<file path="src/uart_rx_consts.svh">
// constants for the receive, error, interrupt and wake-up block
//------------------------------------------------------------
// Functional notes
//------------------------------------------------------------
// Functional notes
// - noise flag rises together with the receive-data-ready flag.
// - a noisy frame is still stored as a normal character.
// - noise alone raises no interrupt.
// - noise flag clears on status read then data buffer read.
// - zero at any stop bit position sets framing error.
// - framing error stored with its word; reset clears it.
// - parity error set on wrong parity when parity enabled; reset clears.
// - interrupt request is a low pulse from six conditions.
// - transmit conditions have own enables; receive conditions share one.
// - address detect interrupts with no flag, only in address mode.
// - clock stopped plus enables: falling pin edge raises wake-up interrupt.
// - status flags read-only, cleared only by access sequences.
// - address mode: data interrupt only when highest word bit is one.
// - without address mode every ready setting raises data interrupt.
// - stopped clock freezes reception; it resumes when clock returns.
// - idle or sleep leaves all registers unchanged.
// - data on the pin during clock recovery is discarded.
// - wake-up interrupts only with global and uart enables set.
// - wake-up interrupt waits until recovery cycles elapse.
// - ready flag clears on status access then data buffer read.
// - two words buffered; third completing sets overrun, buffer kept.
`ifndef UART_RX_CONSTS_SVH
`define UART_RX_CONSTS_SVH
`define REG_STATUS   3'h0
`define REG_CTRL1    3'h1
`define REG_CTRL2    3'h2
`define REG_CTRL3    3'h3
`define REG_DATA     3'h4
`define REG_BAUD     3'h5
`define ST_PARITY_ERROR_FLAG      0
`define ST_NOISE     1
`define ST_FRAMING_ERROR_FLAG      2
`define ST_OVR       3
`define ST_RIDLE     4
`define ST_READY     5
`define ST_TIDLE     6
`define ST_TEMPTY    7
`define C1_NINE      0
`define C1_PAREN     1
`define C1_PODD      2
`define C1_TWOSTOP   3
`define C1_UART_ENABLE      4
`define C1_BIT8      5
`define C2_RECEIVER_ENABLE      0
`define C2_ADDR      1
`define C2_RIE       2
`define C2_WAKE      3
`define C2_TEIE      4
`define C2_TIIE      5
`define C3_GLOBAL    0
`define C3_UART      1
`define CTRL_RESET   8'h00
`define BAUD_RESET   8'h00
`define OS_SAMPLE0   4'h7
`define OS_SAMPLE1   4'h8
`define OS_DECIDE    4'h9
`define BITS_EIGHT   4'h8
`define BITS_NINE    4'h9
`endif

</file>
<file path="src/uart_rx_pkg.sv">
// types shared by the receive block and its word buffer
package uart_rx_pkg;
  typedef enum logic [2:0] {RX_IDLE, RX_START, RX_DATA, RX_PARITY, RX_STOP1, RX_STOP2, RX_BREAK} rx_state_t;
  typedef struct packed {
    logic [8:0] data;
    logic       noise;
    logic       framing_error_flag;
    logic       parity_error_flag;
  } rx_word_t;
endpackage : uart_rx_pkg
</file>
<file path="src/rx_fifo_if.sv">
// carrier between the receiver and its word buffer
`timescale 1ns/1ns
interface rx_fifo_if;
  import uart_rx_pkg::*;
  logic     push;
  rx_word_t push_word;
  logic     pop;
  logic     full;
  logic     empty;
  rx_word_t head;
  modport writer (output push, output push_word, output pop, input full, input empty, input head);
  modport store  (input push, input push_word, input pop, output full, output empty, output head);
endinterface : rx_fifo_if

</file>
<file path="src/rx_word_fifo.sv">
// shift-style word buffer; the head word sits in a register
`timescale 1ns/1ns
module rx_word_fifo
  import uart_rx_pkg::*;
#(
  parameter int DEPTH = 2
)(
  input wire logic   clk,
  input wire logic   rst,
  rx_fifo_if.store   port
);
  localparam int CW = $clog2(DEPTH + 1);
  logic [CW-1:0] count;
  rx_word_t      slot [DEPTH];
  logic          push_ok;

  // a pop in the same cycle frees room for the incoming word
  assign push_ok    = port.push && ((count != CW'(DEPTH)) || port.pop);
  assign port.full  = (count == CW'(DEPTH));
  assign port.empty = (count == '0);
  assign port.head  = slot[0];

  always_ff @(posedge clk or posedge rst)
  begin
    if (rst)
      count <= '0;
    else if (push_ok && !port.pop)
      count <= count + CW'(1);
    else if (!push_ok && port.pop)
      count <= count - CW'(1);
  end

  //------------------------------------------------------------
  // storage entries
  //------------------------------------------------------------
  for (genvar i = 0; i < DEPTH; i++)
  begin : g_slot
    always_ff @(posedge clk or posedge rst)
    begin
      if (rst)
        slot[i] <= '0;
      else if (port.pop)
      begin
        if (push_ok && (CW'(i + 1) == count))
          slot[i] <= port.push_word;
        else if (i < DEPTH - 1)
          slot[i] <= slot[(i < DEPTH - 1) ? i + 1 : i];
      end
      else if (push_ok && (CW'(i) == count))
        slot[i] <= port.push_word;
    end
  end
endmodule : rx_word_fifo

</file>
<file path="src/uart_rx_error_irq_wakeup.sv">
// receiver with error flags, interrupt merge, address filter and pin wake-up
//
// Strobed register access and the register offsets were chosen for this implementation.
`timescale 1ns/1ns
`include "uart_rx_consts.svh"
module uart_rx_error_irq_wakeup
  import uart_rx_pkg::*;
#(
  parameter int RECOVERY_CYCLES = 16,
  parameter int WORD_DEPTH      = 2
)(
  input  wire logic       CLOCK,
  input  wire logic       RST,
  input  wire logic [2:0] ADDR,
  input  wire logic [7:0] WDATA,
  input  wire logic       WR,
  input  wire logic       RD,
  output logic      [7:0] RDATA,
  input  wire logic       RXTX,
  input  wire logic       CLK_STOP,
  input  wire logic       TX_EMPTY,
  input  wire logic       TX_IDLE,
  output logic            IRQ_N,
  output logic            WAKE
);
  localparam logic [7:0] RECOVERY_LOAD = 8'(RECOVERY_CYCLES);

  rx_fifo_if fifo ();

  logic [7:0] ctrl1;
  logic [7:0] ctrl2;
  logic [7:0] ctrl3;
  logic [7:0] baud;
  logic [7:0] div_cnt;
  logic       rx_meta;
  logic       rx_sync;
  logic       rx_prev;
  rx_state_t  state;
  logic [3:0] os_cnt;
  logic [3:0] bit_cnt;
  logic [1:0] samp;
  logic [8:0] shift;
  logic       noise_acc;
  logic       framing_error_flag_acc;
  logic       parity_error_flag_acc;
  logic       par_acc;
  logic       ovr_flag;
  logic       armed;
  logic [7:0] recov_cnt;
  logic       wake_pend;
  logic       avail_evt;
  logic       ovr_evt;
  logic       addr_evt;
  logic       wake_fire;
  logic       tx_empty_prev;
  logic       tx_idle_prev;
  logic       tick;
  logic       active;
  logic       maj;
  logic       noisy;
  logic       decide;
  logic       last_stop;
  logic       rx_enabled;
  logic       push_ok;
  logic       msb;
  logic       wake_armed;
  logic       irq_any;
  logic [7:0] status;
  logic [3:0] nbits;
  logic [8:0] next_shift;
  rx_word_t   next_word;

  rx_word_fifo #(
    .DEPTH (WORD_DEPTH)
  ) u_fifo (
    .clk  (CLOCK),
    .rst  (RST),
    .port (fifo.store)
  );

  //------------------------------------------------------------
  // pin synchroniser and oversampling tick
  //------------------------------------------------------------
  always_ff @(posedge CLOCK or posedge RST)
  begin
    if (RST)
    begin
      rx_meta <= 1'b1;
      rx_sync <= 1'b1;
      rx_prev <= 1'b1;
    end
    else
    begin
      rx_meta <= RXTX;
      rx_sync <= rx_meta;
      rx_prev <= rx_sync;
    end
  end

  // a stopped uart clock halts the divider and the receiver in place
  assign active = !CLK_STOP;
  assign tick   = active && (div_cnt == baud);

  always_ff @(posedge CLOCK or posedge RST)
  begin
    if (RST)
      div_cnt <= 8'h00;
    else if (active)
      div_cnt <= tick ? 8'h00 : div_cnt + 8'h01;
  end

  //------------------------------------------------------------
  // receive state machine
  //------------------------------------------------------------
  assign rx_enabled = ctrl1[`C1_UART_ENABLE] && ctrl2[`C2_RECEIVER_ENABLE] && (recov_cnt == 8'h00);
  assign maj        = (samp[0] & samp[1]) | (samp[0] & rx_sync) | (samp[1] & rx_sync);
  assign noisy      = !((samp[0] == samp[1]) && (samp[1] == rx_sync));
  assign decide     = tick && (os_cnt == `OS_DECIDE);
  assign nbits      = ctrl1[`C1_NINE] ? `BITS_NINE : `BITS_EIGHT;
  assign next_shift = {maj, shift[8:1]};
  assign last_stop  = (state == RX_STOP2) || ((state == RX_STOP1) && !ctrl1[`C1_TWOSTOP]);
  assign msb        = ctrl1[`C1_NINE] ? fifo.push_word.data[8] : fifo.push_word.data[7];

  always_comb
  begin
    next_word       = '0;
    next_word.data  = ctrl1[`C1_NINE] ? shift : {1'b0, shift[8:1]};
    next_word.noise = noise_acc | noisy;
    next_word.framing_error_flag  = framing_error_flag_acc | !maj;
    next_word.parity_error_flag  = parity_error_flag_acc;
  end

  always_ff @(posedge CLOCK or posedge RST)
  begin
    if (RST)
    begin
      state     <= RX_IDLE;
      os_cnt    <= 4'h0;
      bit_cnt   <= 4'h0;
      samp      <= 2'b11;
      shift     <= 9'h000;
      noise_acc <= 1'b0;
      framing_error_flag_acc  <= 1'b0;
      parity_error_flag_acc  <= 1'b0;
      par_acc   <= 1'b0;
    end
    else if (!rx_enabled)
      state <= RX_IDLE;
    else if (active)
    begin
      if (tick)
        os_cnt <= os_cnt + 4'h1;
      if (tick && (os_cnt == `OS_SAMPLE0))
        samp[0] <= rx_sync;
      if (tick && (os_cnt == `OS_SAMPLE1))
        samp[1] <= rx_sync;
      case (state)
        RX_IDLE:
        begin
          if (!rx_sync)
          begin
            state     <= RX_START;
            os_cnt    <= 4'h0;
            noise_acc <= 1'b0;
            framing_error_flag_acc  <= 1'b0;
            parity_error_flag_acc  <= 1'b0;
            par_acc   <= 1'b0;
            bit_cnt   <= 4'h0;
          end
        end
        RX_START:
        begin
          if (decide)
          begin
            noise_acc <= noisy;
            state     <= maj ? RX_IDLE : RX_DATA;
          end
        end
        RX_DATA:
        begin
          if (decide)
          begin
            shift     <= next_shift;
            par_acc   <= par_acc ^ maj;
            noise_acc <= noise_acc | noisy;
            bit_cnt   <= bit_cnt + 4'h1;
            if (bit_cnt + 4'h1 == nbits)
              state <= ctrl1[`C1_PAREN] ? RX_PARITY : RX_STOP1;
          end
        end
        RX_PARITY:
        begin
          if (decide)
          begin
            parity_error_flag_acc  <= par_acc ^ maj ^ ctrl1[`C1_PODD];
            noise_acc <= noise_acc | noisy;
            state     <= RX_STOP1;
          end
        end
        RX_STOP1, RX_STOP2:
        begin
          if (decide)
          begin
            noise_acc <= noise_acc | noisy;
            framing_error_flag_acc  <= framing_error_flag_acc | !maj;
            if (last_stop)
              state <= maj ? RX_IDLE : RX_BREAK;
            else
              state <= RX_STOP2;
          end
        end
        // a held-low line is one frame; wait for a high before a new start
        RX_BREAK:
        begin
          if (rx_sync)
            state <= RX_IDLE;
        end
        default:
          state <= RX_IDLE;
      endcase
    end
  end

  // the word goes to the buffer on the last stop sample, noisy or not
  assign fifo.push      = rx_enabled && active && decide && last_stop;
  assign fifo.push_word = next_word;
  assign fifo.pop       = RD && (ADDR == `REG_DATA) && armed && !fifo.empty;
  assign push_ok        = fifo.push && (!fifo.full || fifo.pop);

  //------------------------------------------------------------
  // status access sequence and overrun
  //------------------------------------------------------------
  always_ff @(posedge CLOCK or posedge RST)
  begin
    if (RST)
      armed <= 1'b0;
    else if (RD && (ADDR == `REG_STATUS))
      armed <= 1'b1;
    else if (RD && (ADDR == `REG_DATA))
      armed <= 1'b0;
  end

  // a pop in the clearing cycle frees room, so a push then is stored and the clear wins
  always_ff @(posedge CLOCK or posedge RST)
  begin
    if (RST)
      ovr_flag <= 1'b0;
    else if (fifo.push && !push_ok)
      ovr_flag <= 1'b1;
    else if (fifo.pop)
      ovr_flag <= 1'b0;
  end

  //------------------------------------------------------------
  // register file
  //------------------------------------------------------------
  // power-down touches none of these; only reset and writes do
  always_ff @(posedge CLOCK or posedge RST)
  begin
    if (RST)
    begin
      ctrl1 <= `CTRL_RESET;
      ctrl2 <= `CTRL_RESET;
      ctrl3 <= `CTRL_RESET;
      baud  <= `BAUD_RESET;
    end
    else if (WR)
    begin
      case (ADDR)
        `REG_CTRL1: ctrl1 <= WDATA;
        `REG_CTRL2: ctrl2 <= WDATA;
        `REG_CTRL3: ctrl3 <= WDATA;
        `REG_BAUD:  baud  <= WDATA;
        default:    ;
      endcase
    end
  end

  // flags follow the head word, so a pop shows the next word's errors
  always_comb
  begin
    status              = 8'h00;
    status[`ST_PARITY_ERROR_FLAG]    = !fifo.empty && fifo.head.parity_error_flag;
    status[`ST_NOISE]   = !fifo.empty && fifo.head.noise;
    status[`ST_FRAMING_ERROR_FLAG]    = !fifo.empty && fifo.head.framing_error_flag;
    status[`ST_OVR]     = ovr_flag;
    status[`ST_RIDLE]   = (state == RX_IDLE);
    status[`ST_READY]   = !fifo.empty;
    status[`ST_TIDLE]   = TX_IDLE;
    status[`ST_TEMPTY]  = TX_EMPTY;
  end

  always_ff @(posedge CLOCK or posedge RST)
  begin
    if (RST)
      RDATA <= 8'h00;
    else if (RD)
    begin
      case (ADDR)
        `REG_STATUS: RDATA <= status;
        `REG_CTRL1:  RDATA <= {ctrl1[7:`C1_BIT8 + 1], fifo.head.data[8], ctrl1[`C1_BIT8 - 1:0]};
        `REG_CTRL2:  RDATA <= ctrl2;
        `REG_CTRL3:  RDATA <= ctrl3;
        `REG_DATA:   RDATA <= fifo.head.data[7:0];
        `REG_BAUD:   RDATA <= baud;
        default:     RDATA <= 8'h00;
      endcase
    end
    else
      RDATA <= 8'h00;
  end

  //------------------------------------------------------------
  // wake-up and recovery
  //------------------------------------------------------------
  assign wake_armed = CLK_STOP && ctrl1[`C1_UART_ENABLE] && ctrl2[`C2_RECEIVER_ENABLE] && ctrl2[`C2_RIE] && ctrl2[`C2_WAKE];

  always_ff @(posedge CLOCK or posedge RST)
  begin
    if (RST)
    begin
      WAKE      <= 1'b0;
      recov_cnt <= 8'h00;
      wake_pend <= 1'b0;
    end
    else
    begin
      WAKE <= 1'b0;
      if (wake_armed && rx_prev && !rx_sync)
      begin
        WAKE      <= 1'b1;
        recov_cnt <= RECOVERY_LOAD;
        wake_pend <= 1'b1;
      end
      else if (!CLK_STOP && (recov_cnt != 8'h00))
        recov_cnt <= recov_cnt - 8'h01;
      else if (recov_cnt == 8'h00)
        wake_pend <= 1'b0;
    end
  end

  assign wake_fire = wake_pend && (recov_cnt == 8'h00);

  //------------------------------------------------------------
  // interrupt merge
  //------------------------------------------------------------
  always_ff @(posedge CLOCK or posedge RST)
  begin
    if (RST)
    begin
      avail_evt     <= 1'b0;
      ovr_evt       <= 1'b0;
      addr_evt      <= 1'b0;
      tx_empty_prev <= 1'b0;
      tx_idle_prev  <= 1'b0;
    end
    else
    begin
      avail_evt     <= push_ok && (!ctrl2[`C2_ADDR] || msb);
      ovr_evt       <= fifo.push && !push_ok;
      addr_evt      <= push_ok && ctrl2[`C2_ADDR] && msb;
      tx_empty_prev <= TX_EMPTY;
      tx_idle_prev  <= TX_IDLE;
    end
  end

  // noise never appears here; it only rides on the data event
  assign irq_any = (ctrl2[`C2_RIE] && (avail_evt || ovr_evt))
                 || (ctrl2[`C2_TEIE] && TX_EMPTY && !tx_empty_prev)
                 || (ctrl2[`C2_TIIE] && TX_IDLE && !tx_idle_prev)
                 || addr_evt || wake_fire;

  always_ff @(posedge CLOCK or posedge RST)
  begin
    if (RST)
      IRQ_N <= 1'b1;
    else
      IRQ_N <= !(irq_any && ctrl3[`C3_GLOBAL] && ctrl3[`C3_UART]);
  end

  //------------------------------------------------------------
  // checks
  //------------------------------------------------------------
  AST_NOISE_WITH_READY: assert property (@(posedge CLOCK) disable iff (RST)
    fifo.empty && fifo.push && fifo.push_word.noise |=> status[`ST_READY] && status[`ST_NOISE])
    else $error("noise flag not raised with ready flag");
  AST_NOISY_STORED: assert property (@(posedge CLOCK) disable iff (RST)
    fifo.push && fifo.push_word.noise && !fifo.full |=> !fifo.empty)
    else $error("noisy word was not stored");
  AST_QUIET_NO_IRQ: assert property (@(posedge CLOCK) disable iff (RST)
    !irq_any |=> IRQ_N)
    else $error("interrupt pulse without a source");
  AST_POP_NEEDS_SEQUENCE: assert property (@(posedge CLOCK) disable iff (RST)
    fifo.pop |-> armed && RD && (ADDR == `REG_DATA))
    else $error("buffer popped outside the status then data sequence");
  AST_FRAMING: assert property (@(posedge CLOCK) disable iff (RST)
    fifo.push && !maj |-> fifo.push_word.framing_error_flag)
    else $error("low stop bit without framing error");
  AST_OVERRUN_KEEPS: assert property (@(posedge CLOCK) disable iff (RST)
    fifo.push && fifo.full && !fifo.pop |=> ovr_flag && fifo.full && $stable(fifo.head))
    else $error("overrun not flagged or buffer disturbed");
  AST_ADDR_FILTER: assert property (@(posedge CLOCK) disable iff (RST)
    push_ok && ctrl2[`C2_ADDR] && !msb |=> !avail_evt ##1 (IRQ_N || $past(irq_any)))
    else $error("data interrupt for a non-address word");
  AST_FREEZE: assert property (@(posedge CLOCK) disable iff (RST)
    CLK_STOP && $past(CLK_STOP) && rx_enabled |-> $stable(os_cnt) && $stable(div_cnt))
    else $error("receiver moved while the clock was stopped");
  AST_WAKE_HELD: assert property (@(posedge CLOCK) disable iff (RST)
    WAKE |-> !wake_fire [*2] ##0 (recov_cnt == RECOVERY_LOAD))
    else $error("wake interrupt before recovery elapsed");
  AST_WAKE_GATED: assert property (@(posedge CLOCK) disable iff (RST)
    wake_fire && !ctrl3[`C3_UART] |=> IRQ_N)
    else $error("wake interrupt with uart enable clear");
endmodule : uart_rx_error_irq_wakeup

</file>
<file path="config.mk">
export PLATFORM = sky130hd
export DESIGN_NAME = uart_rx_error_irq_wakeup
export DESIGN_NICKNAME = d
export VERILOG_FILES = /design/src/uart_rx_pkg.sv /design/src/rx_fifo_if.sv /design/src/rx_word_fifo.sv /design/src/uart_rx_error_irq_wakeup.sv
export VERILOG_INCLUDE_DIRS = /design/src
export SDC_FILE = /design/constraint.sdc
export NUM_CORES = 1
export LEC_CHECK = 0
export BUFFER_PORTS_ARGS = -buffer_cell sky130_fd_sc_hd__buf_2
export CELL_PAD_IN_SITES_DETAIL_PLACEMENT = 1
export CELL_PAD_IN_SITES_GLOBAL_PLACEMENT = 1
export CORE_MARGIN = 2
export CORE_UTILIZATION = 40
export CTS_BUF_LIST = sky130_fd_sc_hd__clkbuf_2 sky130_fd_sc_hd__clkbuf_4 sky130_fd_sc_hd__clkbuf_8
export CTS_CLUSTER_SIZE = 24
export DETAILED_ROUTE_END_ITERATION = 16
export PLACE_DENSITY_LB_ADDON = 0.08
export SYNTH_ARGS = -nofsm -noshare
export SYNTH_HDL_FRONTEND = slang
export SYNTH_HIERARCHICAL = 1
export SYNTH_SLANG_ARGS = --single-unit
</file>
<file path="constraint.sdc">
create_clock -name CLOCK -period 6.18 [get_ports CLOCK]
set_input_delay 0.309 -clock CLOCK [delete_from_list [all_inputs] [get_ports CLOCK]]
set_output_delay 0.309 -clock CLOCK [all_outputs]
set_load 0.03 [all_outputs]
</file>
== Yosys cells after proc, flatten, opt, wreduce, memory -nomap -nowiden ==
Cells that the tools add are included.
Cells by class
  add/sub/neg operators: 6
  equal/unequal tests: 38
  mux-type cells: 53
  bitwise logic cells: 10
  reduce and logical (&&, ||, !) cells: 98
Operators by type and width (count)
  2-to-1 mux 12 bit: 5
  one-hot mux 8 bit (6 select lines): 1
  logical AND 1 bit: 44
  2-to-1 mux 3 bit: 12
  2-to-1 mux 8 bit: 4
  != test 3 bit (second input constant): 7
  2-to-1 mux 4 bit: 5
  one-hot mux 3 bit (6 select lines): 1
  nonzero test 2 bit: 9
  2-to-1 mux 1 bit: 16
  != test 2 bit (second input constant): 8
  == test 3 bit (second input constant): 5
  AND reduction 5 bit: 3
  logical NOT 1 bit: 14
  == test 3 x 2 -> 1 bit (second input constant): 4
  AND reduction 2 bit: 6
  logical OR 1 bit: 9
  2-to-1 mux 9 bit: 1
  adder 4 x 1 -> 4 bit (second input constant): 2
  adder 8 x 1 -> 8 bit (second input constant): 1
  == test 4 bit (second input constant): 2
  == test 8 bit: 1
  logical NOT 8 bit: 1
  one-hot mux 4 bit (2 select lines): 1
  28 further kinds: 43
Storage, ports and cells
  register bits after elaboration: 121
  bits of input ports: 19
  word-level logic and storage cells: 244

== Longest topological paths before layout ==
Gate-level depths: netlist (run 1).
  word-level depth: 10
  depth in mapped cells: 13
  mapped depth without buffers: 11

== Cells and area by module ==
Netlist (run 1), hierarchy kept.
Modules (own cells, without submodules)
  uart_rx_error_irq_wakeup: times used 1, cells each 452, area an instance 4875.9 sq um, seq. area each 2359.8 sq um
  rx_word_fifo: times used 1, cells each 165, area an instance 1774.2 sq um, seq. area each 650.6 sq um

== Worst setup path before layout (run 1) ==
OpenSTA, ideal clock, no wires.
  path kind: reg2reg
  start point: register recov_cnt[3]
  end point: register u_fifo.count[1]
  library setup time: 0.127 ns
  data arrival time: 2.719 ns
  required time: 6.053 ns
  path slack: 3.334 ns
  stages on the path, launching flop included: 13
  path buffers: 2
  period minus slack after synthesis: 2.846 ns
  cells stage by stage: dfrtp_1 -> nor4_1 -> nand3_1 -> or3_1 -> nor3_1 -> nand2_1 -> inv_1 -> buf_6 -> clkbuf_1 -> a21boi_0 -> ha_1 -> nand2_1 -> o21ai_0
Between the ends
  cells in the longest elaborated chain, start to end: 9
  elaborated cells between the ends (all ways): 11
  classes of those cells: 1 x mux; 10 x reduce/logical
Ends and longest elaborated chain
  start, declared: line uart_rx_error_irq_wakeup.sv:49  | logic [7:0] recov_cnt;
  start signal, assigned: line uart_rx_error_irq_wakeup.sv:336  | recov_cnt <= recov_cnt - 8'h01;
  logical NOT 8 bit (*): line uart_rx_error_irq_wakeup.sv:115  | assign rx_enabled = ctrl1[`C1_UART_ENABLE] && ctrl2[`C2_RECEIVER_ENABLE] && (recov_cnt == 8'h00);
  logical AND 1 bit (*): line uart_rx_error_irq_wakeup.sv:115
  logical AND 1 bit (*) (3 in series): line uart_rx_error_irq_wakeup.sv:225  | assign fifo.push = rx_enabled && active && decide && last_stop;
  named net fifo.push: line rx_fifo_if.sv:5  | logic push;
  logical AND 1 bit (*): line rx_word_fifo.sv:18  | assign push_ok = port.push && ((count != CW'(DEPTH)) || port.pop);
  logical NOT 1 bit: line rx_word_fifo.sv:29  | else if (!push_ok && port.pop)
  logical AND 1 bit: line rx_word_fifo.sv:29
  nonzero test 2 bit (no line)
  end signal, assigned: line rx_word_fifo.sv:28  | count <= count + CW'(1);
  end signal, assigned: line rx_word_fifo.sv:30  | count <= count - CW'(1);
  end, declared: line rx_word_fifo.sv:13  | logic [CW-1:0] count;
The timed path passes the listed nets; every way through them passes the cells marked *.
A chain may end at the register's enable or synchronous reset.

== Worst setup path in the final report (run 1) ==
  start point: register recov_cnt[3]
  end point: register u_fifo.slot (netlist bit u_fifo/port.head[3])
Between the ends
  cells in the longest elaborated chain, start to end: 9
  elaborated cells between the ends (all ways): 11
  classes of those cells: 2 x mux; 9 x reduce/logical
Ends and longest elaborated chain
  logical NOT 8 bit (*): line uart_rx_error_irq_wakeup.sv:115
  logical AND 1 bit (*): line uart_rx_error_irq_wakeup.sv:115
  logical AND 1 bit (*) (3 in series): line uart_rx_error_irq_wakeup.sv:225
  named net fifo.push: line rx_fifo_if.sv:5
  logical AND 1 bit (*): line rx_word_fifo.sv:18
  logical AND 1 bit: line rx_word_fifo.sv:44  | if (push_ok && (CW'(i + 1) == count))
  2-to-1 mux 12 bit: line rx_word_fifo.sv:44
  2-to-1 mux 12 bit: line rx_word_fifo.sv:42  | else if (port.pop)
  end signal, assigned by index: line rx_word_fifo.sv:45  | slot[i] <= port.push_word;
  end signal, assigned by index: line rx_word_fifo.sv:47  | slot[i] <= slot[(i < DEPTH - 1) ? i + 1 : i];
  end signal, assigned by index: line rx_word_fifo.sv:50  | slot[i] <= port.push_word;
  end, declared: line rx_word_fifo.sv:14  | rx_word_t slot [DEPTH];
Marked as above.

==> metrics.txt, run 1 <==
final wirelength 17,500 um; transition time at the pin with the least slew margin 1.27 ns; post-synthesis sequential area ratio 45.3%; Max Cap Violations 0; maximum number of pins on one net before global-route repair 75; Floorplan Core Area 16,400 sq um; via count 4,781; starting DRC count in detailed routing 302; CTS root buffer sky130_fd_sc_hd__clkbuf_8; Max-slew headroom 14.9%; count of unresolved DRC violations after routing 0; Vias per Instance 5.53; Arr. time, crit path 4.12 ns; CTS H-tree depth 4; count of hold-fix buffers inserted at cts 4; combined area of all synthesized cells 6650 sq um; Antenna Nets Post-Route 0; Die ar. 17,700 sq um; Setup WS pre-CTS 2.41 ns; antenna violations before repair 1; Pre-antenna DRT Iters 4; Main synth FF type sky130_fd_sc_hd__dfrtp_1; class of the worst hold path in2reg; FF+latch count, synth 120; wire length per cell after detailed routing 20.2 um; standard cell area after detailed placement 6840 sq um; required time of the critical path 6.51 ns; chip height 133 um; RSZ-0062 raised after global routing false; clock transition time at the flip-flop clock pins of the worst setup and hold paths 0.07 ns; horizontal die dimension 133 um; layout cells sized above 1 23.7%; number of unique standard cell types used by synthesis 67; maximum clock frequency 264 MHz; launching element type of the critical path flop; count of inserted antenna diode cells 0; worst vdd ir 0.139 mV; Setup Crit Path Kind reg2reg; number of resized instances in the post-cts repair step 0; CTS buffer count 17; vias in the first global route 5,090; Max Buffers Root-to-Sink 2; share of synthesized flip-flops with an asynchronous set or reset 100%; pwr dens 285 nW/um^2; run status finished, final reports clean; number of instances in the placed design 829; Cells after Synth 617; crit path time final 3.79 ns; standard-cell rows 47; number of clock sinks 120; # Post-CTS Setup Buffers 0; total setup violations reported at the end of the flow 0; post-synth net total 649; clock latency on the worst-skew pair 0.45 ns; number of cells in the finished layout apart from fillers 865; remaining global-route overflow 0; Overall Power 2.08 mW; Yosys warnings 6; max-slew violation count 0; routability-driven placement congestion ratio 0.809; category of the worst setup path capture point flop; I/O pins 29; commonest cells after routing, fill and taps aside sky130_fd_sc_hd__dfrtp_1 (114), sky130_fd_sc_hd__mux2_2 (55), sky130_fd_sc_hd__nor2_1 (38); final total negative setup slack 0 ns; number of enable-type register cells in the synthesized netlist 0; Period Utilization, post-route 61.4%; Final Hold Viols 0; Area Overhead vs Synth 9.69%; count of filler cells inserted in the layout 1,798; syn_area_per_cell 10.8 sq um; wire length of the first global-routing pass 28,400 um; final HPWL from detailed placement 12,400 um; setup slack after layout 2.39 ns; Initial Util 40.5%; crit-path max FO 19; clock tree from TritonCTS built; leading cell type in the layout, fill and taps excluded sky130_fd_sc_hd__dfrtp_1; final net count 664; area of all placed cells without fillers 7290 sq um; Setup Skew 0.0101 ns; Buffers on Ports 28; Pleak 3.30 nW; global routing usage summed across all routing layers 21.0%
## cell families after synthesis
family,synth area share [%]
flip-flops,45.3
AO/OA/AOI/OAI,13.8
AND/OR/NAND/NOR,15.4
adder cells (fa/ha/maj),2.45
XOR/XNOR,3.82
buffers and inverters,6.00
multiplexers,13.2
## sequential cells by signal, summed over array words and instances (netlist names), 2 cells and up
signal / cells
u_fifo/count: 2
div_cnt: 8
RDATA: 8
ctrl1: 7
u_fifo/slot: 12
recov_cnt: 8
ctrl2: 8
state: 3
u_fifo/port.head: 12
os_cnt: 4
baud: 8
ctrl3: 8
samp: 2
bit_cnt: 4
shift: 9
## cell usage after synthesis, drive strengths merged, types with 3 or more instances
| library cell | count | area share (%) |
|---|---|---|
| a221oi | 4 | 0.53 |
| nand2b | 16 | 1.5 |
| a21oi | 11 | 0.83 |
| clkbuf | 14 | 1.3 |
| dfstp | 6 | 2.4 |
| a221o | 21 | 3.2 |
| inv | 31 | 1.7 |
| a22o | 10 | 1.3 |
| nand3 | 16 | 1.2 |
| o221a | 3 | 0.51 |
| and2 | 19 | 1.8 |
| o21ai | 18 | 1.4 |
| nand4 | 7 | 0.88 |
| nor2 | 39 | 2.4 |
| mux2i | 11 | 1.7 |
| dfrtp | 114 | 43 |
| a22oi | 4 | 0.45 |
| a31oi | 8 | 0.75 |
| nor4 | 6 | 0.66 |
| nor3b | 4 | 0.53 |
| a211oi | 4 | 0.45 |
| o31ai | 4 | 0.45 |
| ha | 13 | 2.4 |
| xor2 | 10 | 1.3 |
| and3 | 5 | 0.47 |
| mux2 | 65 | 12 |
| nor2b | 11 | 1.1 |
| nor3 | 9 | 0.68 |
| o22ai | 13 | 1.2 |
| o21a | 5 | 0.56 |
| xnor2 | 19 | 2.5 |
| or3 | 3 | 0.28 |
| buf | 28 | 3.0 |
| nand2 | 36 | 2.1 |
| o211ai | 3 | 0.34 |
| or4 | 3 | 0.34 |
## through the flow
stage / hold slack (ns) / util, %
floorplan: 0.313 / -
global placement: 0.279 / 41.7
detailed placement: 0.285 / 41.7
CTS: 0.0987 / 44.5
global route: 0.115 / 44.5
finish: 0.131 / 44.5
## per-layer routing
metal	track usage (%)	share of wire, %	wire length [um]	vias up
met1	28.0	46	8060	2435
met3	4.71	3.1	545	15
met2	33.5	49	8590	73
met4	8.24	1.5	266	0
li1	-	-	-	2258
met5	0	0	0	-
## path summary, 6_finish.rpt
path                                           from                              end  slack [ns]  depth (start not counted)
setup / recovery           recov_cnt[3]$_DFFE_PP0P_  u_fifo/port.head[3]$_DFFE_PP0P_        2.39                          8
hold / removal                             WDATA[5]              baud[5]$_DFFE_PP0P_        0.13                          2
setup reg to reg           recov_cnt[3]$_DFFE_PP0P_  u_fifo/port.head[3]$_DFFE_PP0P_        2.39                          8
hold reg to reg                   rx_meta$_DFF_PP1_                rx_sync$_DFF_PP1_        0.35                          0
max in group asynchronous                       RST             ctrl2[3]$_DFFE_PP0P_        4.58                          4
min in group asynchronous                       RST           tx_idle_prev$_DFF_PP0_        0.35                          3
## worst max-delay path, stage by stage (launching register included)
cell	delay, ns
sky130_fd_sc_hd__dfrtp_1	0.44
sky130_fd_sc_hd__nor4_1	0.52
sky130_fd_sc_hd__nand3_1	0.17
sky130_fd_sc_hd__or3_1	0.41
sky130_fd_sc_hd__nor3_1	0.42
sky130_fd_sc_hd__nand2_1	0.19
sky130_fd_sc_hd__inv_1	0.50
sky130_fd_sc_hd__a31oi_1	0.52
sky130_fd_sc_hd__a221o_1	0.50
## report_power, final
| part | switching (mW) | total (mW) | internal (mW) |
|---|---|---|---|
| Sequential | 0.118 | 1.01 | 0.888 |
| Clock | 0.332 | 0.755 | 0.423 |
| Combinational | 0.164 | 0.317 | 0.153 |
## final cells by class
type                       count  area [sq um]  share of cell area [%]
multi-input combinational    424          3250                    44.5
clock buffer                  21           270                    3.70
tap                          220           275                    3.77
inverter                      31           119                    1.63
clock inverter                11           149                    2.04
timing repair buffer          38           225                    3.09
sequential                   120          3010                    41.3
No activity file was read; power rests on OpenSTA's default activity.
==> run 2, diff against run 1 <==
==> constraint.sdc (replaced) <==
create_clock -name CLOCK -period 3.8 [get_ports CLOCK]
set_input_delay 0.19 -clock CLOCK [delete_from_list [all_inputs] [get_ports CLOCK]]
set_output_delay 0.19 -clock CLOCK [all_outputs]
set_load 0.03 [all_outputs]
==> run 2 against run 1 <==
Design area rose by 1.0%. Power rose by 64%. Critical path depth did not move. Worst setup slack got worse by 2.0 ns. Clock power rose by 68%. Via count rose by 1.1%. Combinational power rose by 62%. Clock skew barely moved. Sequential share of layout area fell by 0.43 points. Register-to-register slack got worse by 2.0 ns. Non-clock buffer count rose by 9. Highest routed layer unchanged.
==> metrics.txt, run 2 (synthesis results as in run 1) <==
Antenna Nets Post-Route 0 (unchanged); total setup violations reported at the end of the flow 0 (unchanged); leading cell type in the layout, fill and taps excluded sky130_fd_sc_hd__dfrtp_1; Final Hold Viols 0 (unchanged); Initial Util 40.5% (unchanged); via count 4,835 (+1.1%); Pleak 3.35 nW (+1.4%); final HPWL from detailed placement 12,600 um (+1.4%); CTS root buffer sky130_fd_sc_hd__clkbuf_8; I/O pins 29 (unchanged); clock transition time at the flip-flop clock pins of the worst setup and hold paths 0.08 ns (about the same); # Post-CTS Setup Buffers 0 (unchanged); switching power of the nets 995 uW (+62%); worst hold slack 0.0204 ns (-0.111 ns); register share of total power 47.8% (-0.6 points); Setup Skew 0.0102 ns (+0.0000272 ns); Vias per Instance 5.53 (about the same); Overall Power 3.41 mW (+64%); count of unresolved DRC violations after routing 0 (unchanged); Max Cap Violations 0 (unchanged); run status finished, final reports clean; transition time at the pin with the least slew margin 1.08 ns (-0.185 ns); CTS H-tree depth 4 (unchanged); commonest cells after routing, fill and taps aside sky130_fd_sc_hd__dfrtp_1 (114), sky130_fd_sc_hd__mux2_2 (55), sky130_fd_sc_hd__nor2_1 (38); CTS buffer count 17 (unchanged); Max-slew headroom 27.6% (+13 points); RSZ-0062 raised after global routing false; maximum clock frequency 289 MHz (+9.8%); pwr dens 463 nW/um^2 (+63%); max-slew violation count 0 (unchanged); starting DRC count in detailed routing 300 (-0.66%); Floorplan Core Area 16,400 sq um (unchanged); remaining global-route overflow 0 (unchanged); horizontal die dimension 133 um (unchanged); count of inserted antenna diode cells 0 (unchanged); register-to-register setup slack 0.35 ns (-2.04 ns); Area Overhead vs Synth 10.8%; worst vdd ir 0.240 mV (+73%); area of the multi-input gates 3250 sq um (unchanged); wire length per cell after detailed routing 19.8 um (-1.7%); clock tree from TritonCTS built; class of the worst hold path in2reg; final total negative setup slack 0 ns (unchanged); Period Utilization, post-route 90.9% (+30 points); Clk pwr share 37.1% (+0.8 points); Pre-antenna DRT Iters 4 (unchanged); final wirelength 17,300 um (-0.68%); wire length of the first global-routing pass 28,500 um (+0.22%); Arr. time, crit path 3.78 ns (-0.34 ns); required time of the critical path 4.13 ns (-2.38 ns); routability-driven placement congestion ratio 0.823 (+1.7%); standard-cell rows 47 (unchanged); number of clock sinks 120 (unchanged); final net count 673 (+1.4%); utilization after layout 44.9% (+0.47 points); count of filler cells inserted in the layout 1,793 (-0.28%); crit-path max FO 12 (-7); antenna violations before repair 0 (-1); chip height 133 um (unchanged); category of the worst setup path capture point flop; launching element type of the critical path flop; number of instances in the placed design 838 (+1.1%); Buffers on Ports 28 (unchanged); crit path time final 3.45 ns (-0.337 ns); Max Buffers Root-to-Sink 2 (unchanged); proportion of power drawn by combinational gates 15.1% (-0.2 points); maximum number of pins on one net before global-route repair 41 (-45%); vias in the first global route 5,082 (-0.16%); Die ar. 17,700 sq um (unchanged); Pint 2.42 mW (+65%); global routing usage summed across all routing layers 20.9% (-0.12 points); Setup Crit Path Kind reg2reg; area of all sequential standard cells 3010 sq um (unchanged); clock latency on the worst-skew pair 0.45 ns (about the same); number of cells in the finished layout apart from fillers 874 (+1.0%); layout cells sized above 1 24.8% (+1.0 points); Sw Ratio 29.1% (-0.41 points)
[run 2: per-stage QoR]
| step | instance area [sq um] | worst slack [ns] |
|---|---|---|
| final | 7370 | 0.345 |
| after global routing | 7370 | 0.0235 |
| after CTS | 7370 | 0.317 |
| after detailed placement | 6900 | 0.351 |
| after global placement | 6900 | 0.421 |
| after floorplan | 6650 | 0.954 |
[run 2: area by class of cell]
| class | count | area share, % |
|---|---|---|
| clock inverters | 13 | 2.43 |
| clock buffers | 19 | 3.38 |
| multi-input cells | 424 | 44.0 |
| well taps | 220 | 3.73 |
| repair buffers | 47 | 3.97 |
| flip-flops and latches | 120 | 40.8 |
| inverters | 31 | 1.61 |
[run 2: worst paths after layout]
check / from / to / cells past startpoint
worst max-delay path: recov_cnt[3]$_DFFE_PP0P_ / u_fifo/port.head[6]$_DFFE_PP0P_ / 8
max in group asynchronous: RST / u_fifo/slot[7]$_DFFE_PP0P_ / 3
worst min-delay path: WDATA[4] / ctrl2[4]$_DFFE_PP0P_ / 2
worst max register to register: recov_cnt[3]$_DFFE_PP0P_ / u_fifo/port.head[6]$_DFFE_PP0P_ / 8
worst min register to register: rx_meta$_DFF_PP1_ / rx_sync$_DFF_PP1_ / 0
min in group asynchronous: RST / ctrl3[2]$_DFFE_PP0P_ / 3
[run 2: per-layer routing]
| metal | GRT usage (%) | vias up | part of all wire (%) |
|---|---|---|---|
| met4 | 7.05 | 0 | 1.9 |
| met1 | 28.7 | 2471 | 48 |
| met5 | 0 | - | 0 |
| li1 | - | 2271 | - |
| met2 | 33.6 | 68 | 48 |
| met3 | 3.64 | 25 | 2.6 |
[run 2: what timing repair did]
item | 4_1_cts | 5_1_grt
gates resized for setup | 0 | 0
hold buffers | 4 | 0
endpoints found under the hold margin | 34 | 0
[run 2: critical path: stages (launching register included)]
cell	delay [ns]
sky130_fd_sc_hd__dfrtp_1	0.43
sky130_fd_sc_hd__nor4_1	0.50
sky130_fd_sc_hd__nand3_1	0.17
sky130_fd_sc_hd__or3_1	0.41
sky130_fd_sc_hd__nor3_1	0.36
sky130_fd_sc_hd__nand2_1	0.17
sky130_fd_sc_hd__inv_1	0.35
sky130_fd_sc_hd__a31oi_1	0.46
sky130_fd_sc_hd__a221o_1	0.48
[run 2: power by group through the flow]
stage                     combinational, mW  sequential (mW)  clock (mW)
after floorplan                       0.394             1.60           0
after global placement                0.505             1.65           0
after detailed placement              0.519             1.66           0
after CTS                             0.527             1.63        1.30
after global routing                  0.580             1.66        1.36
final                                 0.514             1.63        1.27
==> run 3, diff against run 2 <==
--- a/config.mk
+++ b/config.mk
@@ -14,7 +14,7 @@
 export CTS_BUF_LIST = sky130_fd_sc_hd__clkbuf_2 sky130_fd_sc_hd__clkbuf_4 sky130_fd_sc_hd__clkbuf_8
 export CTS_CLUSTER_SIZE = 24
 export DETAILED_ROUTE_END_ITERATION = 16
-export PLACE_DENSITY_LB_ADDON = 0.08
+export PLACE_DENSITY_LB_ADDON = 0.25
 export SYNTH_ARGS = -nofsm -noshare
 export SYNTH_HDL_FRONTEND = slang
 export SYNTH_HIERARCHICAL = 1
==> run 3 against run 2 <==
Critical path depth is the same. Hold slack improved by 0.0056 ns. Sequential share of layout area increased by 0.30 points. Design area down 0.73%. Non-clock buffer count fell by 4. Clock-buffer cell count grew 4. Register-to-register slack better by 0.11 ns. Fmax is 3.3% higher. Critical path type unchanged. Die area is the same. Final cell count decreased by 0.57%. Via count is 1.2% higher. Clock skew is 0.0013 ns lower.
==> metrics.txt, run 3 (synthesis results as in run 1) <==
run status finished, final reports clean; Die ar. 17,700 sq um (unchanged); CTS buffer count 17 (unchanged); Period Utilization, post-route 88.0% (-2.9 points); # Post-CTS Setup Buffers 0 (unchanged); Initial Util 40.5% (unchanged); Max-slew headroom 7.35% (-20 points); max-slew violation count 0 (unchanged); Area Overhead vs Synth 10.0%; maximum clock frequency 299 MHz (+3.3%); Clk pwr share 35.6% (-1.5 points); number of clock sinks 120 (unchanged); standard-cell rows 47 (unchanged); clock transition time at the flip-flop clock pins of the worst setup and hold paths 0.07 ns (about the same); I/O pins 29 (unchanged); required time of the critical path 4.12 ns (about the same); via count 4,891 (+1.2%); leading cell type in the layout, fill and taps excluded sky130_fd_sc_hd__dfrtp_1; pwr dens 455 nW/um^2 (-1.7%); vias in the first global route 5,330 (+4.9%); CTS root buffer sky130_fd_sc_hd__clkbuf_8; register share of total power 49.0% (+1.2 points); Antenna Nets Post-Route 0 (unchanged); crit path time final 3.35 ns (-0.109 ns); Final Hold Viols 0 (unchanged); Max Cap Violations 0 (unchanged); antenna violations before repair 0 (unchanged); Pint 2.37 mW (-1.9%); Pre-antenna DRT Iters 4 (unchanged); proportion of power drawn by combinational gates 15.5% (+0.4 points); chip height 133 um (unchanged); Setup Crit Path Kind reg2reg; class of the worst hold path in2reg; Max Buffers Root-to-Sink 2 (unchanged); number of resized instances in the post-cts repair step 0 (unchanged); final wirelength 17,300 um (-0.33%); Buffers on Ports 28 (unchanged); routability-driven placement congestion ratio 0.822 (about the same); Sw Ratio 28.8% (-0.36 points); Pleak 3.33 nW (-0.47%); crit-path max FO 12 (unchanged); Setup Skew 0.00887 ns (-0.00129 ns); Floorplan Core Area 16,400 sq um (unchanged); remaining global-route overflow 0 (unchanged); count of filler cells inserted in the layout 1,808 (+0.84%); count of inserted antenna diode cells 0 (unchanged); layout cells sized above 1 24.0% (-0.73 points); total setup violations reported at the end of the flow 0 (unchanged); starting DRC count in detailed routing 305 (+1.7%); global routing usage summed across all routing layers 20.8% (-0.13 points); wire length of the first global-routing pass 28,900 um (+1.4%); RSZ-0062 raised after global routing false; worst hold slack 0.0260 ns (+0.00561 ns); horizontal die dimension 133 um (unchanged); clock latency on the worst-skew pair 0.44 ns (about the same); maximum number of pins on one net before global-route repair 65 (+59%); CTS H-tree depth 4 (unchanged); worst vdd ir 0.200 mV (-16%); transition time at the pin with the least slew margin 1.38 ns (+0.298 ns); final total negative setup slack 0 ns (unchanged); category of the worst setup path capture point flop; final net count 669 (-0.59%); launching element type of the critical path flop; commonest cells after routing, fill and taps aside sky130_fd_sc_hd__dfrtp_1 (114), sky130_fd_sc_hd__mux2_2 (55), sky130_fd_sc_hd__nor2_1 (38); count of unresolved DRC violations after routing 0 (unchanged); Arr. time, crit path 3.67 ns (-0.11 ns); clock tree from TritonCTS built; switching power of the nets 959 uW (-3.6%); wire length per cell after detailed routing 19.9 um (+0.24%); final HPWL from detailed placement 12,300 um (-2.2%); Vias per Instance 5.63 (+1.7%)
-- run 3: changes by cell type in the layout (fill, tap and decap cells not counted) --
cell,previous run,this run
sky130_fd_sc_hd__nor3b_1,2,3
sky130_fd_sc_hd__clkbuf_8,17,23
sky130_fd_sc_hd__clkbuf_4,2,0
sky130_fd_sc_hd__clkinv_4,1,0
sky130_fd_sc_hd__bufinv_16,4,2
sky130_fd_sc_hd__clkinvlp_4,4,1
sky130_fd_sc_hd__buf_4,15,11
sky130_fd_sc_hd__nor3b_2,2,1
sky130_fd_sc_hd__clkinv_2,4,5
-- run 3: area by class of cell --
type | instances | area (sq um) | area share (%)
Clock buffer | 23 | 317 | 4.33
Clock inverter | 8 | 92.6 | 1.27
Inverter | 31 | 119 | 1.62
Multi-Input combinational cell | 424 | 3240 | 44.3
Sequential cell | 120 | 3010 | 41.1
Tap cell | 220 | 275 | 3.76
Timing Repair Buffer | 43 | 263 | 3.59
-- run 3: power groups by stage --
stage                     clock (mW)  combinational, mW  sequential [mW]
after global placement             0              0.494             1.65
after detailed placement           0              0.514             1.66
after global routing            1.27              0.583             1.66
after floorplan                    0              0.394             1.60
after CTS                       1.21              0.523             1.63
final                           1.19              0.516             1.63
-- run 3: worst paths after layout --
kind / from / end / slack, ns / cells after the start
setup / recovery: recov_cnt[3]$_DFFE_PP0P_ / u_fifo/port.head[7]$_DFFE_PP0P_ / 0.45 / 8
hold / removal: WDATA[4] / ctrl2[4]$_DFFE_PP0P_ / 0.03 / 2
setup reg to reg: recov_cnt[3]$_DFFE_PP0P_ / u_fifo/port.head[7]$_DFFE_PP0P_ / 0.45 / 8
hold reg to reg: rx_meta$_DFF_PP1_ / rx_sync$_DFF_PP1_ / 0.36 / 0
max in group asynchronous: RST / samp[0]$_DFFE_PP1P_ / 2.35 / 4
min in group asynchronous: RST / ctrl3[5]$_DFFE_PP0P_ / 0.47 / 3
-- run 3: metrics by stage --
stage	util (%)	area (sq um)	setup WS, ns	total power, mW	cells
3_5_place_dp	41.9	6870	0.472	2.17	834
2_1_floorplan	-	6650	0.954	1.99	617
6_report	44.6	7320	0.455	3.33	869
5_1_grt	44.6	7320	0.0951	3.52	869
4_1_cts	44.6	7320	0.461	3.37	869
3_3_place_gp	41.9	6870	0.592	2.14	834
-- run 3: repair_timing --
| action | in CTS | in global routing |
|---|---|---|
| hold buffers | 4 | 0 |
| setup endpoints to repair | 0 | 0 |
| hold endpoints to repair | 65 | 0 |
-- run 3: critical path, cell delays in order (launching register included) --
cell and delay, ns:
sky130_fd_sc_hd__dfrtp_1 0.43, sky130_fd_sc_hd__nor4_1 0.53, sky130_fd_sc_hd__nand3_1 0.17, sky130_fd_sc_hd__or3_1 0.41
sky130_fd_sc_hd__nor3_1 0.36, sky130_fd_sc_hd__nand2_1 0.18, sky130_fd_sc_hd__inv_1 0.22, sky130_fd_sc_hd__a31oi_1 0.44
sky130_fd_sc_hd__a221o_1 0.49
-- run 3: metal layers --
metal / track usage (%) / part of all wire [%] / vias to the layer above
met5: 0 / 0 / -
met4: 6.15 / 1.2 / 0
met3: 4.25 / 2.9 / 18
met2: 36.0 / 51 / 82
met1: 26.2 / 45 / 2523
li1: - / - / 2268
